`config.mk`:
```
export PLATFORM = sky130hd
export DESIGN_NAME = asf_host
export DESIGN_NICKNAME = d
export VERILOG_FILES = /design/src/verilog/asf_pkg.sv /design/src/verilog/asf_host.sv /design/src/verilog/asf_sync.sv
export SDC_FILE = /design/constraint.sdc
export NUM_CORES = 1
export LEC_CHECK = 0
export BUFFER_PORTS_ARGS = -buffer_cell sky130_fd_sc_hd__clkbuf_2
export CAP_MARGIN = 20
export CELL_PAD_IN_SITES_DETAIL_PLACEMENT = 1
export CELL_PAD_IN_SITES_GLOBAL_PLACEMENT = 2
export CORE_UTILIZATION = 37
export DETAILED_ROUTE_END_ITERATION = 7
export PLACE_DENSITY = 0.93
export SLEW_MARGIN = 20
export SYNTH_ARGS = -nofsm -noshare
export SYNTH_HDL_FRONTEND = slang
export SYNTH_HIERARCHICAL = 1
export SYNTH_SLANG_ARGS = --single-unit
```
`constraint.sdc`:
```
create_clock -name clk -period 4.5 [get_ports clk]
set_input_delay 0.675 -clock clk [delete_from_list [all_inputs] [get_ports clk]]
set_output_delay 0.675 -clock clk [all_outputs]
set_load 0.005 [all_outputs]
```
`src/verilog/asf_pkg.sv`:
```
// Constants shared by the strobe FIFO host controller
package asf_pkg;

  // ==========================================================
  // Clock and timing
  localparam int CLK_MHZ = 250;
  localparam int T_STROBE_NS = 40;
  localparam int T_RECOVER_NS = 60;
  localparam int T_INIT_NS = 100;
  localparam int T_SETTLE_NS = 100;
  localparam int SYNC_LAT = 3;

  // Least times round up to whole cycles, never below one
  function automatic int asf_ns2cyc(input int ns);
    int c;
    c = (ns * CLK_MHZ + 999) / 1000;
    return (c < 1) ? 1 : c;
  endfunction

  localparam logic [15:0] CYC_STROBE = 16'(asf_ns2cyc(T_STROBE_NS));
  localparam logic [15:0] CYC_RECOVER =
    16'(asf_ns2cyc(T_RECOVER_NS) + SYNC_LAT);
  localparam logic [15:0] CYC_INIT = 16'(asf_ns2cyc(T_INIT_NS));
  localparam logic [15:0] CYC_SETTLE =
    16'(asf_ns2cyc(T_SETTLE_NS) + SYNC_LAT);

  // ==========================================================
  // Register map, word index on address[3:2]
  localparam int ADDR_W = 4;
  localparam logic [1:0] REG_CFG = 2'h0;
  localparam logic [1:0] REG_STATUS = 2'h1;
  localparam logic [1:0] REG_CMD = 2'h2;
  localparam logic [1:0] REG_DATA = 2'h3;

  // Field positions
  localparam int CFG_DEPTH = 0;
  localparam int CFG_LEAD = 1;
  localparam int CMD_INIT = 0;
  localparam int CMD_REWIND = 1;
  localparam int ST_EMPTY = 0;
  localparam int ST_FULL = 1;
  localparam int ST_HALF = 2;
  localparam int ST_REFUSED = 3;
  localparam int ST_SETTLED = 4;

  localparam int WORD_W = 9;
  localparam int FLAG_W = 3;

  typedef enum {
    S_IDLE, S_WLOW, S_RLOW, S_INIT, S_REWIND, S_REC, S_SETTLE, S_ACK
  } asf_state_e;

endpackage

```
`src/verilog/asf_host.sv`:
```
// Host controller driving a strobe-operated FIFO through its pins
`timescale 1ns/1ps

// How it works
// - Host keeps write and read strobes high around init release.
// - Single mode is chosen by driving the chain input low.
// - Only the lead device gets lead select low; set by config.
// - Chain output to next chain input is board wiring.
// - Composite flags are ORed externally across cascaded devices.
// - Width expansion shares controls; flags from any one device.
// - Host strobes a write only while the full flag is high.
// - Host watches full before writing and empty before reading.
// - Host keeps both strobes high while rewind is low.
module asf_host import asf_pkg::*; (
  clk,
  rst_n,
  avs_address,
  avs_read,
  avs_write,
  avs_writedata,
  avs_readdata,
  avs_waitrequest,
  wr_strobe_n,
  rd_strobe_n,
  init_pulse_n,
  rewind_pulse_n,
  lead_device_select_n,
  chain_in_n,
  data_in,
  output_bus,
  empty_flag_n,
  full_flag_n,
  half_full_flag_n
);
  input wire logic clk;
  input wire logic rst_n;
  input wire logic [ADDR_W-1:0] avs_address;
  input wire logic avs_read;
  input wire logic avs_write;
  input wire logic [31:0] avs_writedata;
  output logic [31:0] avs_readdata;
  output logic avs_waitrequest;
  output logic wr_strobe_n;
  output logic rd_strobe_n;
  output logic init_pulse_n;
  output logic rewind_pulse_n;
  output logic lead_device_select_n;
  output logic chain_in_n;
  output logic [WORD_W-1:0] data_in;
  input wire logic [WORD_W-1:0] output_bus;
  input wire logic empty_flag_n;
  input wire logic full_flag_n;
  input wire logic half_full_flag_n;

  typedef struct packed {
    asf_state_e state;
    logic [15:0] cnt;
    logic waitreq;
    logic [31:0] rdata;
    logic wr_n;
    logic rd_n;
    logic init_n;
    logic rt_n;
    logic [WORD_W-1:0] din;
    logic depth;
    logic lead;
    logic refused;
    logic settled;
  } asf_host_s;

  asf_host_s st_q;
  asf_host_s st_d;

  logic [WORD_W+FLAG_W-1:0] pins_s;
  logic [WORD_W-1:0] bus_s;
  logic empty_s;
  logic full_s;
  logic half_s;

  // ==========================================================
  // Pin synchronisers
  asf_sync #(.W(WORD_W + FLAG_W)) u_sync (
    .clk(clk),
    .rst_n(rst_n),
    .din({output_bus, half_full_flag_n, full_flag_n, empty_flag_n}),
    .dout(pins_s)
  );

  assign empty_s = pins_s[ST_EMPTY];
  assign full_s = pins_s[ST_FULL];
  assign half_s = pins_s[ST_HALF];
  assign bus_s = pins_s[WORD_W+FLAG_W-1:FLAG_W];

  function automatic logic [31:0] status_word(input asf_host_s s,
                                              input logic e, input logic f,
                                              input logic h);
    logic [31:0] w;
    w = '0;
    w[ST_EMPTY] = e;
    w[ST_FULL] = f;
    w[ST_HALF] = h;
    w[ST_REFUSED] = s.refused;
    w[ST_SETTLED] = s.settled;
    return w;
  endfunction

  // ==========================================================
  // Sequencer; waitrequest stays high until the pin cycle is done
  always_comb begin
    st_d = st_q;
    st_d.waitreq = 1'b1;
    case (st_q.state)
      S_IDLE: begin
        if (avs_write) begin
          case (avs_address[3:2])
            REG_CFG: begin
              st_d.depth = avs_writedata[CFG_DEPTH];
              st_d.lead = avs_writedata[CFG_LEAD];
              st_d.state = S_ACK;
            end
            REG_STATUS: begin
              if (avs_writedata[ST_REFUSED]) st_d.refused = 1'b0;
              st_d.state = S_ACK;
            end
            REG_CMD: begin
              st_d.cnt = '0;
              if (avs_writedata[CMD_INIT]) begin
                st_d.init_n = 1'b0;
                st_d.settled = 1'b0;
                st_d.state = S_INIT;
              end else if (avs_writedata[CMD_REWIND] && !st_q.depth &&
                           st_q.settled) begin
                st_d.rt_n = 1'b0;
                st_d.state = S_REWIND;
              end else begin
                if (avs_writedata[CMD_REWIND]) st_d.refused = 1'b1;
                st_d.state = S_ACK;
              end
            end
            default: begin
              // Write only while not full, and not before settling
              if (full_s && st_q.settled) begin
                st_d.din = avs_writedata[WORD_W-1:0];
                st_d.wr_n = 1'b0;
                st_d.cnt = '0;
                st_d.state = S_WLOW;
              end else begin
                st_d.refused = 1'b1;
                st_d.state = S_ACK;
              end
            end
          endcase
        end else if (avs_read) begin
          st_d.rdata = '0;
          case (avs_address[3:2])
            REG_CFG: begin
              st_d.rdata[CFG_DEPTH] = st_q.depth;
              st_d.rdata[CFG_LEAD] = st_q.lead;
              st_d.state = S_ACK;
            end
            REG_STATUS: begin
              // Half-full only means something in single mode
              st_d.rdata = status_word(st_q, empty_s, full_s,
                                       half_s | st_q.depth);
              st_d.state = S_ACK;
            end
            REG_DATA: begin
              if (empty_s && st_q.settled) begin
                st_d.rd_n = 1'b0;
                st_d.cnt = '0;
                st_d.state = S_RLOW;
              end else begin
                st_d.refused = 1'b1;
                st_d.state = S_ACK;
              end
            end
            default: st_d.state = S_ACK;
          endcase
        end
      end
      S_WLOW: begin
        st_d.cnt = st_q.cnt + 16'h0001;
        if (st_q.cnt == CYC_STROBE - 16'h0001) begin
          st_d.wr_n = 1'b1;
          st_d.cnt = '0;
          st_d.state = S_REC;
        end
      end
      S_RLOW: begin
        // Bus is driven only while read strobe low; sample before rising
        st_d.cnt = st_q.cnt + 16'h0001;
        if (st_q.cnt == CYC_STROBE + 16'(SYNC_LAT) - 16'h0001) begin
          st_d.rdata = 32'(bus_s);
          st_d.rd_n = 1'b1;
          st_d.cnt = '0;
          st_d.state = S_REC;
        end
      end
      S_INIT: begin
        st_d.cnt = st_q.cnt + 16'h0001;
        if (st_q.cnt == CYC_INIT - 16'h0001) begin
          st_d.init_n = 1'b1;
          st_d.cnt = '0;
          st_d.state = S_SETTLE;
        end
      end
      S_REWIND: begin
        st_d.cnt = st_q.cnt + 16'h0001;
        if (st_q.cnt == CYC_INIT - 16'h0001) begin
          st_d.rt_n = 1'b1;
          st_d.cnt = '0;
          st_d.state = S_SETTLE;
        end
      end
      S_REC: begin
        // Flags must travel through the device and the synchroniser
        st_d.cnt = st_q.cnt + 16'h0001;
        if (st_q.cnt == CYC_RECOVER - 16'h0001) begin
          st_d.waitreq = 1'b0;
          st_d.state = S_ACK;
        end
      end
      S_SETTLE: begin
        st_d.cnt = st_q.cnt + 16'h0001;
        if (st_q.cnt == CYC_SETTLE - 16'h0001) begin
          st_d.settled = 1'b1;
          st_d.waitreq = 1'b0;
          st_d.state = S_ACK;
        end
      end
      S_ACK: begin
        // Fast registers answer here; pin cycles answered one earlier
        if (st_q.waitreq) begin
          st_d.waitreq = 1'b0;
        end else begin
          st_d.state = S_IDLE;
        end
      end
      default: st_d.state = S_IDLE;
    endcase
  end

  always_ff @(posedge clk or negedge rst_n) begin
    if (!rst_n) begin
      st_q <= '{state: S_IDLE, cnt: '0, waitreq: 1'b1, rdata: '0,
                wr_n: 1'b1, rd_n: 1'b1, init_n: 1'b1, rt_n: 1'b1,
                din: '0, depth: 1'b0, lead: 1'b0, refused: 1'b0,
                settled: 1'b0};
    end else begin
      st_q <= st_d;
    end
  end

  // ==========================================================
  // Pin and bus outputs
  assign avs_readdata = st_q.rdata;
  assign avs_waitrequest = st_q.waitreq;
  assign wr_strobe_n = st_q.wr_n;
  assign rd_strobe_n = st_q.rd_n;
  assign init_pulse_n = st_q.init_n;
  assign rewind_pulse_n = st_q.rt_n;
  assign lead_device_select_n = !st_q.lead;
  // Cascade wiring and flag ORing live on the board
  assign chain_in_n = st_q.depth;
  assign data_in = st_q.din;
endmodule

```
`src/verilog/asf_sync.sv`:
```
// Three-stage synchroniser for pin inputs, agreement-filtered
`timescale 1ns/1ps
module asf_sync #(
  parameter int W = 1
) (
  clk,
  rst_n,
  din,
  dout
);
  input wire logic clk;
  input wire logic rst_n;
  input wire logic [W-1:0] din;
  output logic [W-1:0] dout;

  typedef struct packed {
    logic [W-1:0] s1;
    logic [W-1:0] s2;
    logic [W-1:0] s3;
    logic [W-1:0] out;
  } asf_sync_s;

  asf_sync_s st_q;
  asf_sync_s st_d;

  // ==========================================================
  // Stage two and three agreeing per bit is a settled level
  always_comb begin
    st_d = st_q;
    st_d.s1 = din;
    st_d.s2 = st_q.s1;
    st_d.s3 = st_q.s2;
    for (int i = 0; i < W; i++) begin
      if (st_q.s2[i] == st_q.s3[i]) begin
        st_d.out[i] = st_q.s3[i];
      end
    end
  end

  // Reset to all ones: idle flags are high on the pins
  always_ff @(posedge clk or negedge rst_n) begin
    if (!rst_n) begin
      st_q <= '1;
    end else begin
      st_q <= st_d;
    end
  end

  assign dout = st_q.out;

endmodule
```
==> results of run 1 <==
## layout by cell type, fill, tap and decap left out, types with 5 or more instances in the layout
master | synthesis | routed
a21oi_1 | 10 | 10
a22o_1 | 8 | 8
clkbuf_16 | 0 | 9
clkbuf_2 | 0 | 50
conb_1 | 1 | 23
dfrtp_1 | 41 | 41
dfstp_2 | 53 | 53
ha_1 | 7 | 7
inv_1 | 12 | 12
maj3_2 | 12 | 12
mux2_2 | 12 | 12
nand2_1 | 38 | 38
nand3_1 | 12 | 12
nand4_1 | 8 | 8
nor2_1 | 18 | 18
nor3_1 | 8 | 8
o21ai_0 | 23 | 23
o21ai_1 | 6 | 6
o22ai_1 | 6 | 6
o31ai_1 | 5 | 5
## kinds of logic (layout without fill, tap and decap cells)
group,count (synthesis),in the layout,synth area share (%)
AO/OA/AOI/OAI,81,81,11.7
XOR/XNOR,3,3,0.581
adder cells (fa/ha/maj),19,19,4.92
buffers and inverters,81,81,11.4
flip-flops,94,94,53.4
multiplexers,12,12,2.99
other,1,23,0.0829
AND/OR/NAND/NOR,118,118,14.9
## cell type report
cell class	count	area, um^2	area share, %
Sequential cell	94	2420	49.5
Clock buffer	10	229	4.68
Multi-Input combinational cell	256	1680	34.3
Clock inverter	6	66.3	1.36
Tap cell	147	184	3.76
Inverter	12	45.0	0.921
Timing Repair Buffer	53	273	5.58
## worst paths after layout
path,from,to,slack [ns],cells past startpoint
min in group asynchronous,rst_n,avs_readdata[7],0.42,1
min reg2reg,u_sync/st_d[34],u_sync/st_d[22],0.35,0
max in group asynchronous,rst_n,avs_waitrequest,3.17,2
max,st_q[54],st_q[63],1.88,6
max reg2reg,st_q[54],st_q[63],1.88,6
min,u_sync/st_d[34],u_sync/st_d[22],0.35,0
## layer usage
metal / track usage [%] / part of all wire (%) / up-vias
met1: 19.8 / 44 / 1526
met3: 3.29 / 3.5 / 13
met5: 0 / 0 / -
met2: 27.3 / 51 / 72
met4: 6.58 / 1.6 / 0
li1: - / - / 1405
## sequential cells by signal, summed over array words and instances, names as in the netlist, 9 cells and up
name	cells
avs_readdata	9
data_in	9
u_sync/st_d	24
u_sync/dout	12
st_q	22
u_sync/st_q	12
## worst max-delay path, stage by stage (launching register included)
cell and delay [ns]:
dfrtp_1 0.47, nor4_1 0.56, nand4_1 0.27, a32oi_1 0.29, nand3_1 0.45, a21o_1 0.30, a22o_1 0.17
## per-stage QoR
step	hold WS [ns]	total power, mW	worst slack, ns
finish	0.354	2.01	1.88
global route	0.358	2.11	1.73
CTS	0.355	2.04	1.90
detailed placement	0.347	1.27	1.64
global placement	0.346	1.25	1.69
floorplan	0.345	1.22	2.17
## report_power, final
group | internal (mW) | switching (mW)
registers | 0.947 | 0.130
clock network | 0.435 | 0.321
logic | 0.0837 | 0.0956
total | 1.47 | 0.546
==> results.yml, run 1 <==
clock_tree:
  tritoncts: "built"
  clk_latency_ns: 0.34
  cts_resized: 0
  cts_setup_buffers: 0
  clk_pin_slew_ns: 0.06
  root_buffer: "clkbuf_16"
  cts_sinks: 94
  cts_buffers: 9
  clock_path_buffers: 2
  htree_levels: 3
  holdBufCountCts: 0
synth:
  synthTopCellsByCount: "buf_4, dfstp_2, dfrtp_1"
  yosysTopAreaCell: "dfstp_2"
  synth_top_area_share_pct: 30.8
  ys.flop_type: "dfstp_2"
  synth_edf_count: 0
  yosys.cell_count.top_type: "buf_4"
  ys_types: 57
  yosys_warnings: 6
  ys_ff_latch: 94
  syn_avg_cell_area_um2: 11.1
  synth_area_um2: 4530
  synth_area_leaders: "dfstp_2, dfrtp_1, buf_4, nand2_1, maj3_2"
  async_flop_share_pct: 100
  syn_inst: 409
  synth-seq-area-share_pct: 53.4
final_layout:
  fin_nets: 485
  layout-drive-gt1-share_pct: 36.0
  instances_no_fill: 578
  final_cell_area_um2: 4890
  n_fill_cell: 1330
  antenna_cells: 0
  syn_to_final_growth_pct: 8.07
  final_util_pct: 40.9
run:
  cap_violations: 0
routing:
  firstDrtPassIters: 4
  post_drt_via_cell_ratio: 5.22
  vias: 3016
  routed_wl_um: 9480
  dr.first_iter.drc_count: 99
  wl_per_cell_um: 16.4
  drc: 0
  ant_nets: 0
timing:
  slew_headroom_pct: 45.3
  clock_skew_ns: 0.00713
  rsz0062_at_grt: "no"
  fmax_ghz: 0.382
  fin_crit_sh_pct: 58.1
  post-route-min-period_ns: 2.62
  maxSlewViolCount: 0
  worstMarginPinSlew_ns: 0.820
  setup_tns_ns: 0
  finalSetupViolations: 0
  hold_violations: 0
placement:
  port_buffers: 51
  dpl_cell_area_um2: 4600
  gp_congestion: 0.791
  dp_hpwl_um: 6680
  dpl.cell_count: 562
grt:
  overflow: 0
  grt_use_total_pct: 16.0
  grt_pass1_wl_um: 15700
  grt_max_degree: 69
  grt_pass1_vias: 3041
  grt_antenna_before_repair: 0
worst_setup_path:
  cp.required_ns: 4.73
  crit_fanout: 12
  startpoint_type: "flip-flop"
  worst_setup_path_end_kind: "flip-flop"
  critical_path_class: "reg2reg"
  arrival_ns: 2.84
floorplanning:
  core_um2: 12000
  io_pins: 100
  fp.dieW_um: 113
  die-area_um2: 12700
  initial_utilization_pct: 37.8
  num_rows: 40
  die_height_um: 113
min_path:
  hold_path_class: "reg2reg"
power_and_ir_drop:
  power_density_nw_per_um2: 411
  vdd_ir_drop_max_mv: 0.172
  power_leakage_nw: 2.11
outcome:
  status: "finished clean"
No activity file was read; power rests on OpenSTA's default activity.
==> run 2: changes to the inputs <==
--- a/config.mk
+++ b/config.mk
@@ -5,13 +5,14 @@
 export SDC_FILE = /design/constraint.sdc
 export NUM_CORES = 1
 export LEC_CHECK = 0
+export ABC_AREA = 1
 export BUFFER_PORTS_ARGS = -buffer_cell sky130_fd_sc_hd__clkbuf_2
 export CAP_MARGIN = 20
 export CELL_PAD_IN_SITES_DETAIL_PLACEMENT = 1
 export CELL_PAD_IN_SITES_GLOBAL_PLACEMENT = 2
-export CORE_UTILIZATION = 37
+export CORE_UTILIZATION = 29
 export DETAILED_ROUTE_END_ITERATION = 7
-export PLACE_DENSITY = 0.93
+export PLACE_DENSITY = 0.85
 export SLEW_MARGIN = 20
 export SYNTH_ARGS = -nofsm -noshare
 export SYNTH_HDL_FRONTEND = slang
==> constraint.sdc (replaced) <==
create_clock -name clk -period 2.3 [get_ports clk]
set_input_delay 0.345 -clock clk [delete_from_list [all_inputs] [get_ports clk]]
set_output_delay 0.345 -clock clk [all_outputs]
set_load 0.005 [all_outputs]
==> results.yml, run 2 <==
timing:
  worstMarginPinSlew_ns: 0.597
  setup_tns_ns: 0
  postLayoutSetupSlackWorst_ns: 0.289
  fin_crit_sh_pct: 87.5
  maxSlewViolCount: 0
  fmax_ghz: 0.497
  clock_skew_ns: 0.0136
  post-route-min-period_ns: 2.01
  rsz0062_at_grt: "no"
  holdWs_ns: -0.0154
  finalSetupViolations: 0
  slew_headroom_pct: 60.2
  hold_violations: 7
synth:
  ys_ff_latch: 94
  synthTopCellsByCount: "nand2_1, inv_1, buf_4"
  syn_avg_cell_area_um2: 8.32
  synth_area_um2: 4910
  ys.flop_type: "dfstp_2"
  synth_area_leaders: "dfstp_2, dfrtp_1, nand2_1, buf_4, inv_1"
  yosys_warnings: 6
  synth-seq-area-share_pct: 49.2
  yosysTopAreaCell: "dfstp_2"
  syn_inst: 590
  ys_types: 34
  yosys.cell_count.top_type: "nand2_1"
  synth_edf_count: 0
  async_flop_share_pct: 100
  synth_top_area_share_pct: 28.4
power_and_ir_drop:
  power_leakage_nw: 2.66
  comb_power_share_pct: 36.1
  p_total_mw: 6.35
  switching_share_pct: 41.4
  internal_power_mw: 3.72
  pwr-share-clk_pct: 24.6
  p_seq_share_pct: 39.3
  vdd_ir_drop_max_mv: 0.649
  switchingPower_mw: 2.63
  power_density_nw_per_um2: 1170
worst_setup_path:
  crit_fanout: 11
  startpoint: "st_q[51]"
  critical_path_class: "reg2reg"
  r2r_setup_slack_ns: 0.29
  rr_startpoint: "st_q[51]"
  max_stage_delay_ns: 0.42
  slowest_stage: "dfrtp_1"
  startpoint_type: "flip-flop"
  crit_top_cell: "nand2_1"
  arrival_ns: 2.30
  cp_cell_sequence: "inv_1, ha_1, nand3_1, nor2_1, nand2_1, nand2_1, nand3_2, nor2_4, nand2_1, nand2_1"
  worst_setup_path_end_kind: "flip-flop"
  cp.required_ns: 2.59
final_layout:
  final_cell_mix: "nand2_1, inv_1, dfstp_2"
  syn_to_final_growth_pct: 10.8
  fin_nets: 676
  multi_input_area_um2: 1870
  register_area_um2: 2420
  n_fill_cell: 2033
  layout-drive-gt1-share_pct: 23.0
  final_util_pct: 32.8
  antenna_cells: 0
  largest_reg_flops: 24
  final_cell_area_um2: 5440
  instances_no_fill: 842
  final_common_cell: "nand2_1"
clock_tree:
  holdBufCountCts: 0
  tritoncts: "built"
  cts_buffers: 9
  htree_levels: 3
  clk_latency_ns: 0.36
  clock_path_buffers: 2
  cts_setup_buffers: 0
  cts_resized: 0
  cts_sinks: 94
  clk_pin_slew_ns: 0.06
  root_buffer: "clkbuf_16"
placement:
  dp_slack_ns: 0.315
  port_buffers: 51
  dpl_cell_area_um2: 5120
  dp_hpwl_um: 9050
  dpl.cell_count: 826
  gp_congestion: 0.855
routing:
  vias: 3839
  dr.first_iter.drc_count: 155
  routed_wl_um: 12000
  drc: 0
  post_drt_via_cell_ratio: 4.56
  ant_nets: 0
  firstDrtPassIters: 4
  wl_per_cell_um: 14.2
floorplanning:
  initial_utilization_pct: 29.6
  die_height_um: 132
  io_pins: 100
  fp.dieW_um: 132
  die-area_um2: 17500
  core_um2: 16600
  num_rows: 47
grt:
  grt_antenna_before_repair: 0
  grt_pass1_vias: 4164
  grt_use_total_pct: 14.7
  grt_pass1_wl_um: 20300
  grt_max_degree: 50
  overflow: 0
run:
  cap_violations: 0
min_path:
  hold_path_class: "in2async"
outcome:
  status: "finished, violations left"
  violations: "negative hold slack"
[run 2: path summary, 6_finish.rpt]
kind                              endpoint  cells past startpoint
setup / recovery                data_in[4]                     10
hold / removal                  data_in[8]                      1
setup reg to reg                data_in[4]                     10
hold reg to reg            u_sync/st_d[19]                      0
max in group asynchronous  u_sync/st_q[22]                      2
min in group clk           u_sync/st_d[27]                      1
[run 2: critical path, delay by kind of cell (launching register included)]
| family | cells | cell delay (ns) |
|---|---|---|
| flip-flops | 1 | 0.42 |
| adder cells (fa/ha/maj) | 1 | 0.19 |
| buffers and inverters | 1 | 0.11 |
| AND/OR/NAND/NOR | 8 | 1.22 |
[run 2: layout make-up]
cell class / instances / area share (%)
Clock inverter: 7 / 1.68
Tap cell: 220 / 5.06
Inverter: 66 / 4.55
Clock buffer: 9 / 4.14
Sequential cell: 94 / 44.5
Timing Repair Buffer: 57 / 5.80
Multi-Input combinational cell: 389 / 34.3
[run 2: cell families after synthesis]
kind of cell    count (synthesis)  synth area share (%)
compound gates                 86                  9.89
xor+xnor                        5                 0.892
fa+ha+maj                       7                  1.78
buf+inv                       129                  14.4
flops                          94                  49.2
other cells                     1                0.0764
simple gates                  268                  23.7
[run 2: layer usage]
metal  vias to the layer above  share of wire (%)  global-route usage [%]
met5                         -                  0                       0
met4                         0                1.7                    4.59
met3                        18                3.4                    3.92
met2                        67                 51                    26.0
met1                      1886                 44                    17.4
li1                       1868                  -                       -
[run 2: power by group through the flow]
stage,combinational [mW],clock (mW),sequential [mW]
2_1_floorplan,1.84,0,2.36
3_3_place_gp,2.21,0,2.49
3_5_place_dp,2.32,0,2.52
4_1_cts,2.34,1.62,2.50
5_1_grt,2.61,1.67,2.56
6_report,2.29,1.56,2.49
